<file path="config.mk">
export PLATFORM = sky130hd
export DESIGN_NAME = ddg_bank
export DESIGN_NICKNAME = d
export VERILOG_FILES = /design/src/verilog/ddg_pkg.sv /design/src/verilog/ddg_bank.sv /design/src/verilog/ddg_gain_sel.sv
export VERILOG_INCLUDE_DIRS = /design/src /design/src/verilog
export SDC_FILE = /design/constraint.sdc
export NUM_CORES = 1
export LEC_CHECK = 0
export BUFFER_PORTS_ARGS = -buffer_cell sky130_fd_sc_hd__buf_2
export CORE_MARGIN = 2
export CORE_UTILIZATION = 26
export CTS_CLUSTER_DIAMETER = 40
export DETAILED_ROUTE_END_ITERATION = 7
export SYNTH_ARGS = -nofsm -noshare
export SYNTH_HDL_FRONTEND = slang
export SYNTH_SLANG_ARGS = --single-unit
</file>
<file path="constraint.sdc">
create_clock -name core_clk_i -period 4.22 [get_ports core_clk_i]
set_input_delay 0.211 -clock core_clk_i [delete_from_list [all_inputs] [get_ports core_clk_i]]
set_output_delay 0.211 -clock core_clk_i [all_outputs]
set_load 0.005 [all_outputs]
</file>
<file path="src/verilog/ddg_defs.svh">
// Register indices, field positions and reset values for the loop damping and gain bank.
`ifndef DDG_DEFS_SVH
`define DDG_DEFS_SVH

// --------------------------------------------------------------------------
// Register indices (byte address is four times the index)
// --------------------------------------------------------------------------
`define DDG_IDX_SECOND_DAMP   10'h06a
`define DDG_IDX_FIRST_DAMP    10'h06b
`define DDG_IDX_SECOND_DGAIN  10'h06c
`define DDG_IDX_FIRST_DGAIN   10'h06d

// --------------------------------------------------------------------------
// Field positions
// --------------------------------------------------------------------------
`define DDG_GAIN_HI     6
`define DDG_GAIN_LO     4
`define DDG_DAMP_HI     2
`define DDG_DAMP_LO     0
`define DDG_AUTO_BIT    7

// --------------------------------------------------------------------------
// Reset values and codes
// --------------------------------------------------------------------------
`define DDG_DAMP_RESET   8'h13
`define DDG_AUTO_RESET   1'b1
`define DDG_UNUSED_HI    7
`define DDG_UNUSED_LO    3
`define DDG_DGAIN_RESET  8'hc2
`define DDG_DAMP_RSV0    3'h0
`define DDG_DAMP_RSV6    3'h6
`define DDG_DAMP_RSV7    3'h7
`define DDG_ZERO32       32'h0000_0000

`endif

</file>
<file path="src/verilog/ddg_pkg.sv">
// Types shared by the loop damping and gain bank.
package ddg_pkg;

  // Loop conditions reported by a loop's own logic.
  typedef struct packed {
    logic ref_le_8k;
    logic analog_fb;
  } ddg_loop_mode_type;

  // Settings presented to one loop.
  typedef struct packed {
    logic [2:0] damping_select;
    logic       damping_reserved;
    logic [2:0] low_rate_analog_gain;
    logic       gain_apply;
  } ddg_loop_cfg_type;

endpackage

</file>
<file path="src/verilog/ddg_bank.sv">
// APB register bank holding damping and low-rate gain settings for two loops.
//
// Our own choice: the APB slave port.
`timescale 1ns/1ps
`include "ddg_defs.svh"

module ddg_bank (
  // Clock, reset and enable
  input  wire logic                       core_clk_i,
  input  wire logic                       rst_i,
  input  wire logic                       ce_i,
  // APB slave
  input  wire logic                       psel,
  input  wire logic                       penable,
  input  wire logic                       pwrite,
  input  wire logic [11:0]                paddr,
  input  wire logic [31:0]                pwdata,
  output logic [31:0]                     prdata,
  output logic                            pready,
  output logic                            pslverr,
  // Loop conditions
  input  wire ddg_pkg::ddg_loop_mode_type first_mode_i,
  input  wire ddg_pkg::ddg_loop_mode_type second_mode_i,
  // Settings to the loops
  output ddg_pkg::ddg_loop_cfg_type       first_cfg_o,
  output ddg_pkg::ddg_loop_cfg_type       second_cfg_o
);
  import ddg_pkg::*;

  // --------------------------------------------------------------------------
  // Register state
  // --------------------------------------------------------------------------
  logic [7:0]  second_loop_damping_gain_r;
  logic [7:0]  second_loop_damping_gain_nxt;
  logic [7:0]  first_loop_damping_gain_r;
  logic [7:0]  first_loop_damping_gain_nxt;
  logic        second_auto_r;
  logic        second_auto_nxt;
  logic        first_auto_r;
  logic        first_auto_nxt;
  logic [31:0] prdata_r;
  logic [31:0] prdata_nxt;
  logic        pready_r;
  logic        pready_nxt;
  logic        pslverr_r;
  logic        pslverr_nxt;
  logic        wr_en;
  logic [7:0]  wbyte;

  function automatic logic hit(input logic [11:0] addr, input logic [9:0] idx);
    hit = (addr[11:2] == idx) && (addr[1:0] == 2'h0);
  endfunction

  // Keeps only the implemented fields of a damping register.
  function automatic logic [7:0] damp_mask(input logic [7:0] v);
    damp_mask = {1'b0, v[`DDG_GAIN_HI:`DDG_GAIN_LO], 1'b0, v[`DDG_DAMP_HI:`DDG_DAMP_LO]};
  endfunction

  // --------------------------------------------------------------------------
  // Bus slave
  // --------------------------------------------------------------------------
  // Read data and error are prepared in the setup cycle so every bus output is a flop;
  // each access still completes in its first access cycle, with no wait state.
  always_comb begin
    prdata_nxt  = prdata_r;
    pslverr_nxt = pslverr_r;
    pready_nxt  = psel && !penable;
    if (psel && !penable) begin
      pslverr_nxt = 1'b0;
      prdata_nxt  = `DDG_ZERO32;
      if (hit(paddr, `DDG_IDX_SECOND_DAMP)) begin
        prdata_nxt[7:0] = second_loop_damping_gain_r;
      end else if (hit(paddr, `DDG_IDX_FIRST_DAMP)) begin
        prdata_nxt[7:0] = first_loop_damping_gain_r;
      end else if (hit(paddr, `DDG_IDX_SECOND_DGAIN)) begin
        prdata_nxt[`DDG_AUTO_BIT] = second_auto_r;
      end else if (hit(paddr, `DDG_IDX_FIRST_DGAIN)) begin
        prdata_nxt[`DDG_AUTO_BIT] = first_auto_r;
      end else begin
        pslverr_nxt = 1'b1;
      end
    end
  end

  assign wr_en = psel && penable && pready_r && pwrite;
  assign wbyte = pwdata[7:0];

  always_comb begin
    second_loop_damping_gain_nxt = second_loop_damping_gain_r;
    first_loop_damping_gain_nxt  = first_loop_damping_gain_r;
    second_auto_nxt              = second_auto_r;
    first_auto_nxt               = first_auto_r;
    if (wr_en) begin
      if (hit(paddr, `DDG_IDX_SECOND_DAMP)) begin
        second_loop_damping_gain_nxt = damp_mask(wbyte);
      end
      if (hit(paddr, `DDG_IDX_FIRST_DAMP)) begin
        first_loop_damping_gain_nxt = damp_mask(wbyte);
      end
      if (hit(paddr, `DDG_IDX_SECOND_DGAIN)) begin
        second_auto_nxt = wbyte[`DDG_AUTO_BIT];
      end
      if (hit(paddr, `DDG_IDX_FIRST_DGAIN)) begin
        first_auto_nxt = wbyte[`DDG_AUTO_BIT];
      end
    end
  end

  always_ff @(posedge core_clk_i or posedge rst_i) begin
    if (rst_i) begin
      second_loop_damping_gain_r <= `DDG_DAMP_RESET;
      first_loop_damping_gain_r  <= `DDG_DAMP_RESET;
      second_auto_r              <= `DDG_AUTO_RESET;
      first_auto_r               <= `DDG_AUTO_RESET;
      prdata_r                   <= `DDG_ZERO32;
      pready_r                   <= 1'b0;
      pslverr_r                  <= 1'b0;
    end else if (ce_i) begin
      second_loop_damping_gain_r <= second_loop_damping_gain_nxt;
      first_loop_damping_gain_r  <= first_loop_damping_gain_nxt;
      second_auto_r              <= second_auto_nxt;
      first_auto_r               <= first_auto_nxt;
      prdata_r                   <= prdata_nxt;
      pready_r                   <= pready_nxt;
      pslverr_r                  <= pslverr_nxt;
    end
  end

  assign prdata  = prdata_r;
  assign pready  = pready_r;
  assign pslverr = pslverr_r;

  // --------------------------------------------------------------------------
  // Per-loop selection
  // --------------------------------------------------------------------------
  ddg_gain_sel u_second (
    .core_clk_i     (core_clk_i),
    .rst_i          (rst_i),
    .ce_i           (ce_i),
    .damp_reg_i     (second_loop_damping_gain_r),
    .auto_gain_en_i (second_auto_r),
    .mode_i         (second_mode_i),
    .cfg_o          (second_cfg_o)
  );

  ddg_gain_sel u_first (
    .core_clk_i     (core_clk_i),
    .rst_i          (rst_i),
    .ce_i           (ce_i),
    .damp_reg_i     (first_loop_damping_gain_r),
    .auto_gain_en_i (first_auto_r),
    .mode_i         (first_mode_i),
    .cfg_o          (first_cfg_o)
  );

  // --------------------------------------------------------------------------
  // Checks
  // --------------------------------------------------------------------------
  // The loop outputs still hold their reset value one edge after release, so the
  // antecedents that look back a cycle start only once reset was low at the edge.
  second_gain_a: assert property (
    @(posedge core_clk_i) disable iff (rst_i)
    !rst_i && ce_i ##1 ce_i |-> second_cfg_o.low_rate_analog_gain ==
                                $past(second_loop_damping_gain_r[`DDG_GAIN_HI:`DDG_GAIN_LO]))
    else $error("second loop gain does not follow its register field");

  second_apply_a: assert property (
    @(posedge core_clk_i) disable iff (rst_i)
    ce_i && !(second_auto_r && second_mode_i.ref_le_8k && second_mode_i.analog_fb)
      |=> !second_cfg_o.gain_apply)
    else $error("second loop gain applied without automatic selection at low rate");

  first_apply_a: assert property (
    @(posedge core_clk_i) disable iff (rst_i)
    !rst_i && ce_i && first_auto_r && first_mode_i.ref_le_8k && first_mode_i.analog_fb
      |=> first_cfg_o.gain_apply)
    else $error("first loop gain not applied under automatic selection");

  first_gain_a: assert property (
    @(posedge core_clk_i) disable iff (rst_i)
    !rst_i && ce_i |=> first_cfg_o.low_rate_analog_gain ==
                       $past(first_loop_damping_gain_r[`DDG_GAIN_HI:`DDG_GAIN_LO]))
    else $error("first loop gain does not follow its register field");

  auto_readback_a: assert property (
    @(posedge core_clk_i) disable iff (rst_i)
    ce_i && psel && !penable && hit(paddr, `DDG_IDX_SECOND_DGAIN)
      |=> prdata[`DDG_AUTO_BIT] == $past(second_auto_r))
    else $error("second loop automatic gain enable reads back wrong");

  damp_write_a: assert property (
    @(posedge core_clk_i) disable iff (rst_i)
    ce_i && wr_en && hit(paddr, `DDG_IDX_FIRST_DAMP) ##1 ce_i [*2]
      |-> first_cfg_o.damping_select == $past(wbyte[`DDG_DAMP_HI:`DDG_DAMP_LO], 2))
    else $error("first loop damping select not delivered two cycles after write");

  unused_bits_a: assert property (
    @(posedge core_clk_i) disable iff (rst_i)
    pready && !pslverr |-> prdata[31:8] == 24'h000000 && !prdata[3] &&
                           (prdata[7] == 1'b0 || !($past(hit(paddr, `DDG_IDX_SECOND_DAMP)) ||
                                                   $past(hit(paddr, `DDG_IDX_FIRST_DAMP)))))
    else $error("unused damping bits read back nonzero");

  unused_store_a: assert property (
    @(posedge core_clk_i) disable iff (rst_i)
    !second_loop_damping_gain_r[`DDG_UNUSED_HI] && !second_loop_damping_gain_r[`DDG_UNUSED_LO] &&
    !first_loop_damping_gain_r[`DDG_UNUSED_HI] && !first_loop_damping_gain_r[`DDG_UNUSED_LO])
    else $error("unused damping bits stored");

  reserved_flag_a: assert property (
    @(posedge core_clk_i) disable iff (rst_i)
    !rst_i && ce_i |=> first_cfg_o.damping_reserved ==
                       ($past(first_loop_damping_gain_r[`DDG_DAMP_HI:`DDG_DAMP_LO]) inside
                        {`DDG_DAMP_RSV0, `DDG_DAMP_RSV6, `DDG_DAMP_RSV7}))
    else $error("first loop reserved damping code not flagged");

  unmapped_error_a: assert property (
    @(posedge core_clk_i) disable iff (rst_i)
    ce_i && psel && !penable && !hit(paddr, `DDG_IDX_SECOND_DAMP) && !hit(paddr, `DDG_IDX_FIRST_DAMP) &&
      !hit(paddr, `DDG_IDX_SECOND_DGAIN) && !hit(paddr, `DDG_IDX_FIRST_DGAIN)
      |=> pready && pslverr && prdata == `DDG_ZERO32)
    else $error("unmapped access not refused");

endmodule

</file>
<file path="src/verilog/ddg_gain_sel.sv">
// Per-loop selection of the low-rate analog detector gain and damping code.
`timescale 1ns/1ps
`include "ddg_defs.svh"

module ddg_gain_sel (
  // Clock, reset and enable
  input  wire logic                       core_clk_i,
  input  wire logic                       rst_i,
  input  wire logic                       ce_i,
  // Register contents
  input  wire logic [7:0]                 damp_reg_i,
  input  wire logic                       auto_gain_en_i,
  // Loop condition
  input  wire ddg_pkg::ddg_loop_mode_type mode_i,
  // Settings to the loop
  output ddg_pkg::ddg_loop_cfg_type       cfg_o
);
  import ddg_pkg::*;

  ddg_loop_cfg_type cfg_r;
  ddg_loop_cfg_type cfg_nxt;

  always_comb begin
    cfg_nxt                      = cfg_r;
    cfg_nxt.damping_select       = damp_reg_i[`DDG_DAMP_HI:`DDG_DAMP_LO];
    cfg_nxt.damping_reserved     = (damp_reg_i[`DDG_DAMP_HI:`DDG_DAMP_LO] == `DDG_DAMP_RSV0) ||
                                   (damp_reg_i[`DDG_DAMP_HI:`DDG_DAMP_LO] == `DDG_DAMP_RSV6) ||
                                   (damp_reg_i[`DDG_DAMP_HI:`DDG_DAMP_LO] == `DDG_DAMP_RSV7);
    // The field only steers the loop under automatic selection at low reference rates.
    cfg_nxt.gain_apply           = auto_gain_en_i && mode_i.ref_le_8k && mode_i.analog_fb;
    cfg_nxt.low_rate_analog_gain = damp_reg_i[`DDG_GAIN_HI:`DDG_GAIN_LO];
  end

  always_ff @(posedge core_clk_i or posedge rst_i) begin
    if (rst_i) begin
      cfg_r <= '0;
    end else if (ce_i) begin
      cfg_r <= cfg_nxt;
    end
  end

  assign cfg_o = cfg_r;

endmodule

</file>
==> impl_metrics.toml, run 1 <==
[status]
outcome = "finished, final reports clean"

[pwr]
vdd.ir_drop.worst_mv = 0.184
total_leakage_power_nw = 1.19
p_sw_mw = 0.156
intPower_mw = 0.510
switching_share = 0.235
power.share.sequential = 0.566
pwr-share-comb = 0.072
cellPowerDensity_nw_per_um2 = 294
totalPowerFinal_mw = 0.667
power.clock.fraction = 0.362

[die]
floorplan.rows = 31
boundaryPins = 104
die_boundary_width_um = 89.9
initial_utilization = 0.266
die_h_um = 89.9
placeableCoreArea_um2 = 7210
die_area_um2 = 8090

[worst_setup_path]
timing_worst_setup_path_type = "input pin to register"
critical_path.endpoint_type = "register"
sort_of_element_at_the_start_of_the_critical_path = "input pin"
critical_path.max_fanout = 22
worst-endpoint-arrival_ns = 2.17
cp_data_required_time_ns = 4.39

[timing]
holdWs_ns = 0.0343
worst_slew_pin_slew_ns = 0.733
final_max_slew_viol_count = 0
slew_headroom = 0.510
tns_ns = 0
hold_viol = 0
finalSetupViolations = 0
max_freq_mhz = 501
skew_ns = 0.00630
fin_crit_ns = 2.00
grt_setup_unrepaired = "false"
period_share = 0.473

[cts]
cts_sinks = 39
htreeDepth = 2
clk_latency_ns = 0.29
postCtsSetupBuffers = 0
cts_hold_buf = 0
cts_tree = "yes"
clockRootBuffer = "sky130_fd_sc_hd__clkbuf_8"
clockBufferDepth = 2
cts.repair.resized = 0
clk_pin_slew_worst_paths_ns = 0.08
cts_inserted_buffers = 5

[global_routing]
grt_antenna_before_repair = 0
grt_max_degree = 40
grt_use_total = 0.102
grt_first_pass_wirelength_mm = 6.46
first_global_vias = 1247
grt_overflow_total = 0

[finish]
final_core_utilization = 0.314
final.fill_count = 770
most-common-layout-cells = "53 x sky130_fd_sc_hd__buf_2, 31 x sky130_fd_sc_hd__dfrtp_1, 25 x sky130_fd_sc_hd__conb_1, 21 x sky130_fd_sc_hd__mux2_2, 10 x sky130_fd_sc_hd__nand2_1"
areaGrowthSynthToFinish_pct = 18.1
mostFrequentLayoutCell = "sky130_fd_sc_hd__buf_2"
multiInputGateArea_um2 = 783
final_design_area_no_fill_um2 = 2270
antenna_cells = 0
regArea_um2 = 986
fraction_of_layout_instances_using_a_drive_strength_above_1 = 0.481
finalNetCount = 263

[synthesis]
synth_top_area_share = 0.404
synthesis_warning_total = 0
synthesized_flop_and_latch_total = 39
instance_count_of_the_mapped_netlist = 155
ys_types = 31
synth.yosys.seq_area_share = 0.514
netlist_area_before_placement_um2 = 1920
netlist.top_cell.by_area = "sky130_fd_sc_hd__dfrtp_1"
ys_top_cells_by_area = "sky130_fd_sc_hd__dfrtp_1 40%, sky130_fd_sc_hd__mux2_2 12%, sky130_fd_sc_hd__dfstp_2 11%"
postSynthAreaPerCell_um2 = 12.4

[drt]
drt_first_pass_iters = 4
postRouteAntennaNets = 0
drc = 0
routed_via_density = 4.10
detailroute.via_count = 1267
routed_wl_mm = 3.90
routed_wire_length_per_instance_um = 12.6
drt-initial-drc-count = 20

[hold_path]
hold_class = "input pin to asynchronous set/reset pin"

[flow_run]
maximum_capacitance_violations = 0

[place]
dpl_cell_area_um2 = 2180
io_buffers = 53
globalplace.congestion = 0.674
## area by class of cell
| cell class | count | area share |
|---|---|---|
| multi-input cells | 104 | 0.346 |
| flip-flops and latches | 39 | 0.435 |
| clock buffers | 7 | 0.0337 |
| repair buffers | 54 | 0.120 |
| well taps | 99 | 0.0547 |
| clock inverters | 1 | 0.00221 |
| inverters | 5 | 0.00828 |
## worst max-delay path, cell delays in order
cell and delay [ns]:
sky130_fd_sc_hd__buf_2 0.40, sky130_fd_sc_hd__nand2_1 0.18, sky130_fd_sc_hd__or3_1 0.39, sky130_fd_sc_hd__nor2_1 0.57
sky130_fd_sc_hd__mux2_2 0.40
## layer usage
| metal | vias up | GRT usage | part of all wire |
|---|---|---|---|
| li1 | 595 | - | - |
| met1 | 615 | 0.126 | 0.44 |
| met2 | 53 | 0.167 | 0.48 |
| met3 | 4 | 0.0352 | 0.070 |
| met4 | 0 | 0.0321 | 0.0085 |
| met5 | - | 0 | 0 |
## final timing paths
| path | from | endpoint | slack, ns | cells after the start |
|---|---|---|---|---|
| max | ce_i | first_loop_damping_gain_r[2]$_DFFE_PP0P_ | 2.22 | 5 |
| min | rst_i | prdata[2]$_DFFE_PP0P_ | 0.03 | 3 |
| max reg2reg | pready$_DFFE_PP0P_ | first_loop_damping_gain_r[2]$_DFFE_PP0P_ | 2.31 | 4 |
| min reg2reg | prdata[7]$_DFFE_PP0P_ | prdata[7]$_DFFE_PP0P_ | 0.48 | 2 |
| max in group asynchronous | rst_i | second_auto_r$_DFFE_PP1P_ | 3.81 | 3 |
| min in group core_clk_i | pwdata[5] | second_loop_damping_gain_r[5]$_DFFE_PP0P_ | 0.16 | 2 |
## sequential cells by signal, indices dropped and copies added, names as in the netlist
register	count
u_second.cfg_o	8
u_first.cfg_o	8
prdata	7
second_auto_r	1
first_auto_r	1
pslverr	1
pready	1
first_loop_damping_gain_r	6
second_loop_damping_gain_r	6
## kinds of logic after synthesis
| logic type | Yosys count | share of synthesized area |
|---|---|---|
| buffers and inverters | 36 | 0.125 |
| multiplexers | 33 | 0.201 |
| flip-flops | 39 | 0.514 |
| other | 1 | 0.00195 |
| AND/OR/NAND/NOR | 30 | 0.104 |
| AO/OA/AOI/OAI | 16 | 0.0535 |
## synth_stat cells, drive strengths merged
cell / number
or3: 1
o31ai: 7
nand4b: 2
conb: 1
nor2: 4
nor3: 2
mux2: 27
clkbuf: 3
and4bb: 1
or2: 1
inv: 5
nor4: 1
and2b: 1
nor4b: 1
nand4: 2
a21oi: 4
o21ba: 1
dfrtp: 31
nand3: 1
mux2i: 6
buf: 28
nor2b: 1
nand3b: 1
or4: 1
o21ai: 4
nand2: 10
dfstp: 8
## power groups by stage
stage / combinational [mW] / sequential [mW] / clock (mW)
3_3_place_gp: 0.0485 / 0.385 / 0
6_report: 0.0481 / 0.378 / 0.241
2_1_floorplan: 0.0428 / 0.385 / 0
3_5_place_dp: 0.0492 / 0.385 / 0
4_1_cts: 0.0492 / 0.378 / 0.256
5_1_grt: 0.0549 / 0.378 / 0.278
## stage by stage
step | worst slack, ns | cells
3_3_place_gp | 1.90 | 301
2_1_floorplan | 2.44 | 179
5_1_grt | 2.13 | 309
4_1_cts | 2.20 | 309
6_report | 2.22 | 309
3_5_place_dp | 1.89 | 301
(Power assumes the default switching activity.)
==> inputs of run 2 (changes only) <==
--- a/config.mk
+++ b/config.mk
@@ -6,6 +6,7 @@
 export SDC_FILE = /design/constraint.sdc
 export NUM_CORES = 1
 export LEC_CHECK = 0
+export ABC_AREA = 1
 export BUFFER_PORTS_ARGS = -buffer_cell sky130_fd_sc_hd__buf_2
 export CORE_MARGIN = 2
 export CORE_UTILIZATION = 26
==> constraint.sdc (replaced) <==
create_clock -name core_clk_i -period 1.86 [get_ports core_clk_i]
set_input_delay 0.093 -clock core_clk_i [delete_from_list [all_inputs] [get_ports core_clk_i]]
set_output_delay 0.093 -clock core_clk_i [all_outputs]
set_load 0.005 [all_outputs]
==> run 2 against run 1 <==
  * Global-route usage rose by 1.1 points
  * Highest routed layer unchanged
  * Worst setup slack got worse by 1.6 ns
  * Sequential power rose by 140%
  * Critical path depth rose by 1
  * Combinational power rose to 4.0 times the previous value
  * Final area rose by 8.9%
  * Total power rose to 2.7 times the previous value
  * Via count rose by 33%
  * Clock power rose to 3.1 times the previous value
  * Worst hold slack got worse by 0.022 ns
  * Register-to-register slack got worse by 1.7 ns
  * Die area rose by 7.5%
==> impl_metrics.toml, run 2 <==
[timing]
grt_setup_unrepaired = "false"
hold_viol = 0
slew_headroom = 0.542
finalSetupViolations = 0
fin_crit_ns = 1.28
period_share = 0.691
max_freq_mhz = 778
skew_ns = 0.00721
worst_slew_pin_slew_ns = 0.686
final_max_slew_viol_count = 0
tns_ns = 0

[finish]
final.fill_count = 829
finalNetCount = 357
final_core_utilization = 0.319
areaGrowthSynthToFinish_pct = 19.3
mostFrequentLayoutCell = "sky130_fd_sc_hd__nand2_1"
most-common-layout-cells = "77 x sky130_fd_sc_hd__nand2_1, 53 x sky130_fd_sc_hd__buf_2, 31 x sky130_fd_sc_hd__dfrtp_1, 25 x sky130_fd_sc_hd__conb_1, 24 x sky130_fd_sc_hd__nand3_1"
final_design_area_no_fill_um2 = 2470
fraction_of_layout_instances_using_a_drive_strength_above_1 = 0.313
antenna_cells = 0

[pwr]
switching_share = 0.237
cellPowerDensity_nw_per_um2 = 740
p_sw_mw = 0.433
vdd.ir_drop.worst_mv = 0.320
intPower_mw = 1.39
total_leakage_power_nw = 1.39
totalPowerFinal_mw = 1.83
power.share.sequential = 0.490
power.clock.fraction = 0.405
pwr-share-comb = 0.106

[worst_setup_path]
ff2ff_setup_slack_ns = 0.58
worst-endpoint-arrival_ns = 1.51
crit_chain = "nand3_1 -> nor2_2 -> inv_2 -> nor2_8 -> nand2_1 -> o21ai_2"
critical_path_buf_inv_count = 1
critical_path.max_fanout = 12
crit-reg2reg-capture = "second_loop_damping_gain_r[0]$_DFFE_PP1P_"
cp_data_required_time_ns = 2.09
cpLargestDelayFamily = "simple AND/OR/NAND/NOR gates"
crit-reg2reg-launch = "pready$_DFFE_PP0P_"
r2r.worst_path.cells = 6
max_incr_delay_on_cp_ns = 0.39
sort_of_element_at_the_start_of_the_critical_path = "register"
critical_path.endpoint_type = "register"
timing_worst_setup_path_type = "register to register"
critical_path.slowest_cell = "sky130_fd_sc_hd__dfrtp_1"

[global_routing]
first_global_vias = 1615
grt_overflow_total = 0
grt_max_degree = 40
grt_use_total = 0.113
grt_first_pass_wirelength_mm = 7.65
grt_antenna_before_repair = 0

[hold_path]
launch_point_of_the_worst_hold_path = "pwdata[5]"
holdPathEnd = "first_loop_damping_gain_r[5]$_DFFE_PP0P_"
hold_path_depth = 3
hold_class = "input pin to register"

[die]
boundaryPins = 104
die_h_um = 93.2
placeableCoreArea_um2 = 7730
initial_utilization = 0.268
floorplan.rows = 32
die_area_um2 = 8690
die_boundary_width_um = 93.2

[drt]
drc = 0
routed_wl_mm = 4.69
routed_wire_length_per_instance_um = 11.5
postRouteAntennaNets = 0
detailroute.via_count = 1690
drt-initial-drc-count = 66
drt_first_pass_iters = 4
routed_via_density = 4.16

[cts]
clk_pin_slew_worst_paths_ns = 0.08
cts_sinks = 39
cts_tree = "yes"
cts_hold_buf = 1
clockBufferDepth = 2
cts_inserted_buffers = 5
clockRootBuffer = "sky130_fd_sc_hd__clkbuf_8"
htreeDepth = 2
cts.repair.resized = 0
postCtsSetupBuffers = 0
clk_latency_ns = 0.29

[synthesis]
synth_top_area_share = 0.375
synthesis_warning_total = 0
synth.yosys.seq_area_share = 0.476
synth-edff-count = 0
ys_types = 27
ys_dominant_reg_cell = "sky130_fd_sc_hd__dfrtp_1"
netlist_top_cells_count = "77 x sky130_fd_sc_hd__nand2_1, 31 x sky130_fd_sc_hd__dfrtp_1, 25 x sky130_fd_sc_hd__buf_4"
netlist.top_cell.by_area = "sky130_fd_sc_hd__dfrtp_1"
instance_count_of_the_mapped_netlist = 247
postSynthAreaPerCell_um2 = 8.38
synthesized_flop_and_latch_total = 39
synth_async_sr_flop_share = 1.00
synth.most_common_cell = "sky130_fd_sc_hd__nand2_1"
ys_top_cells_by_area = "sky130_fd_sc_hd__dfrtp_1 37%, sky130_fd_sc_hd__nand2_1 14%, sky130_fd_sc_hd__dfstp_2 10%"
netlist_area_before_placement_um2 = 2070

[place]
globalplace.congestion = 0.820
dpl_cell_area_um2 = 2340
detailed_place_hpwl_mm = 3.41
io_buffers = 53

[status]
outcome = "finished, final reports clean"

[flow_run]
maximum_capacitance_violations = 0
## run 2: area by class of cell
type                            count  area, um2  area share
Clock buffer                        6       82.6      0.0335
Clock inverter                      2       35.0      0.0142
Inverter                           23       86.3      0.0350
Multi-Input combinational cell    178        861       0.349
Sequential cell                    39        986       0.399
Tap cell                          102        128      0.0517
Timing Repair Buffer               56        290       0.118
## run 2: through the flow
step                      hold WS, ns  instances  setup WS, ns
final                          0.0122        406         0.575
after global routing           0.0162        406         0.477
after CTS                     0.00753        406         0.568
after detailed placement        0.241        397         0.538
after global placement          0.238        397         0.563
after floorplan                 0.187        271         0.721
## run 2: worst max-delay path by stage
| stage | start | to | slack (ns) | depth (start not counted) |
|---|---|---|---|---|
| floorplan | pready$_DFFE_PP0P_ | first_loop_damping_gain_r[5]$_DFFE_PP0P_ | 0.72 | 6 |
| global placement | paddr[11] | second_loop_damping_gain_r[1]$_DFFE_PP1P_ | 0.56 | 8 |
| detailed placement | ce_i | second_loop_damping_gain_r[0]$_DFFE_PP1P_ | 0.54 | 7 |
| CTS | pready$_DFFE_PP0P_ | second_loop_damping_gain_r[0]$_DFFE_PP1P_ | 0.57 | 6 |
| global route | pready$_DFFE_PP0P_ | second_loop_damping_gain_r[2]$_DFFE_PP0P_ | 0.48 | 6 |
| finish | pready$_DFFE_PP0P_ | second_loop_damping_gain_r[0]$_DFFE_PP1P_ | 0.58 | 6 |
## run 2: power groups by stage
stage | logic [mW] | clock network (mW) | registers (mW)
2_1_floorplan | 0.137 | 0 | 0.913
6_report | 0.193 | 0.739 | 0.894
3_5_place_dp | 0.196 | 0 | 0.911
4_1_cts | 0.198 | 0.754 | 0.895
5_1_grt | 0.224 | 0.791 | 0.900
3_3_place_gp | 0.193 | 0 | 0.910
## run 2: per-layer routing
metal / vias up / global-route usage / share of wire
met3: 5 / 0.0290 / 0.065
met4: 0 / 0.0257 / 0.0068
li1: 847 / - / -
met1: 780 / 0.150 / 0.48
met2: 58 / 0.185 / 0.45
met5: - / 0 / 0
## run 2: logic make-up (layout without fill, tap and decap cells)
logic type	Yosys count	count (layout)	share of synthesized area
AO/OA/AOI/OAI	24	24	0.0671
other	1	25	0.00181
buffers and inverters	54	87	0.151
flip-flops	39	39	0.476
AND/OR/NAND/NOR	129	129	0.304
## run 2: tightest hold or removal path, stage by stage
cell and delay, ns:
sky130_fd_sc_hd__buf_2 0.09, sky130_fd_sc_hd__nand2_1 0.05, sky130_fd_sc_hd__nand2_1 0.05
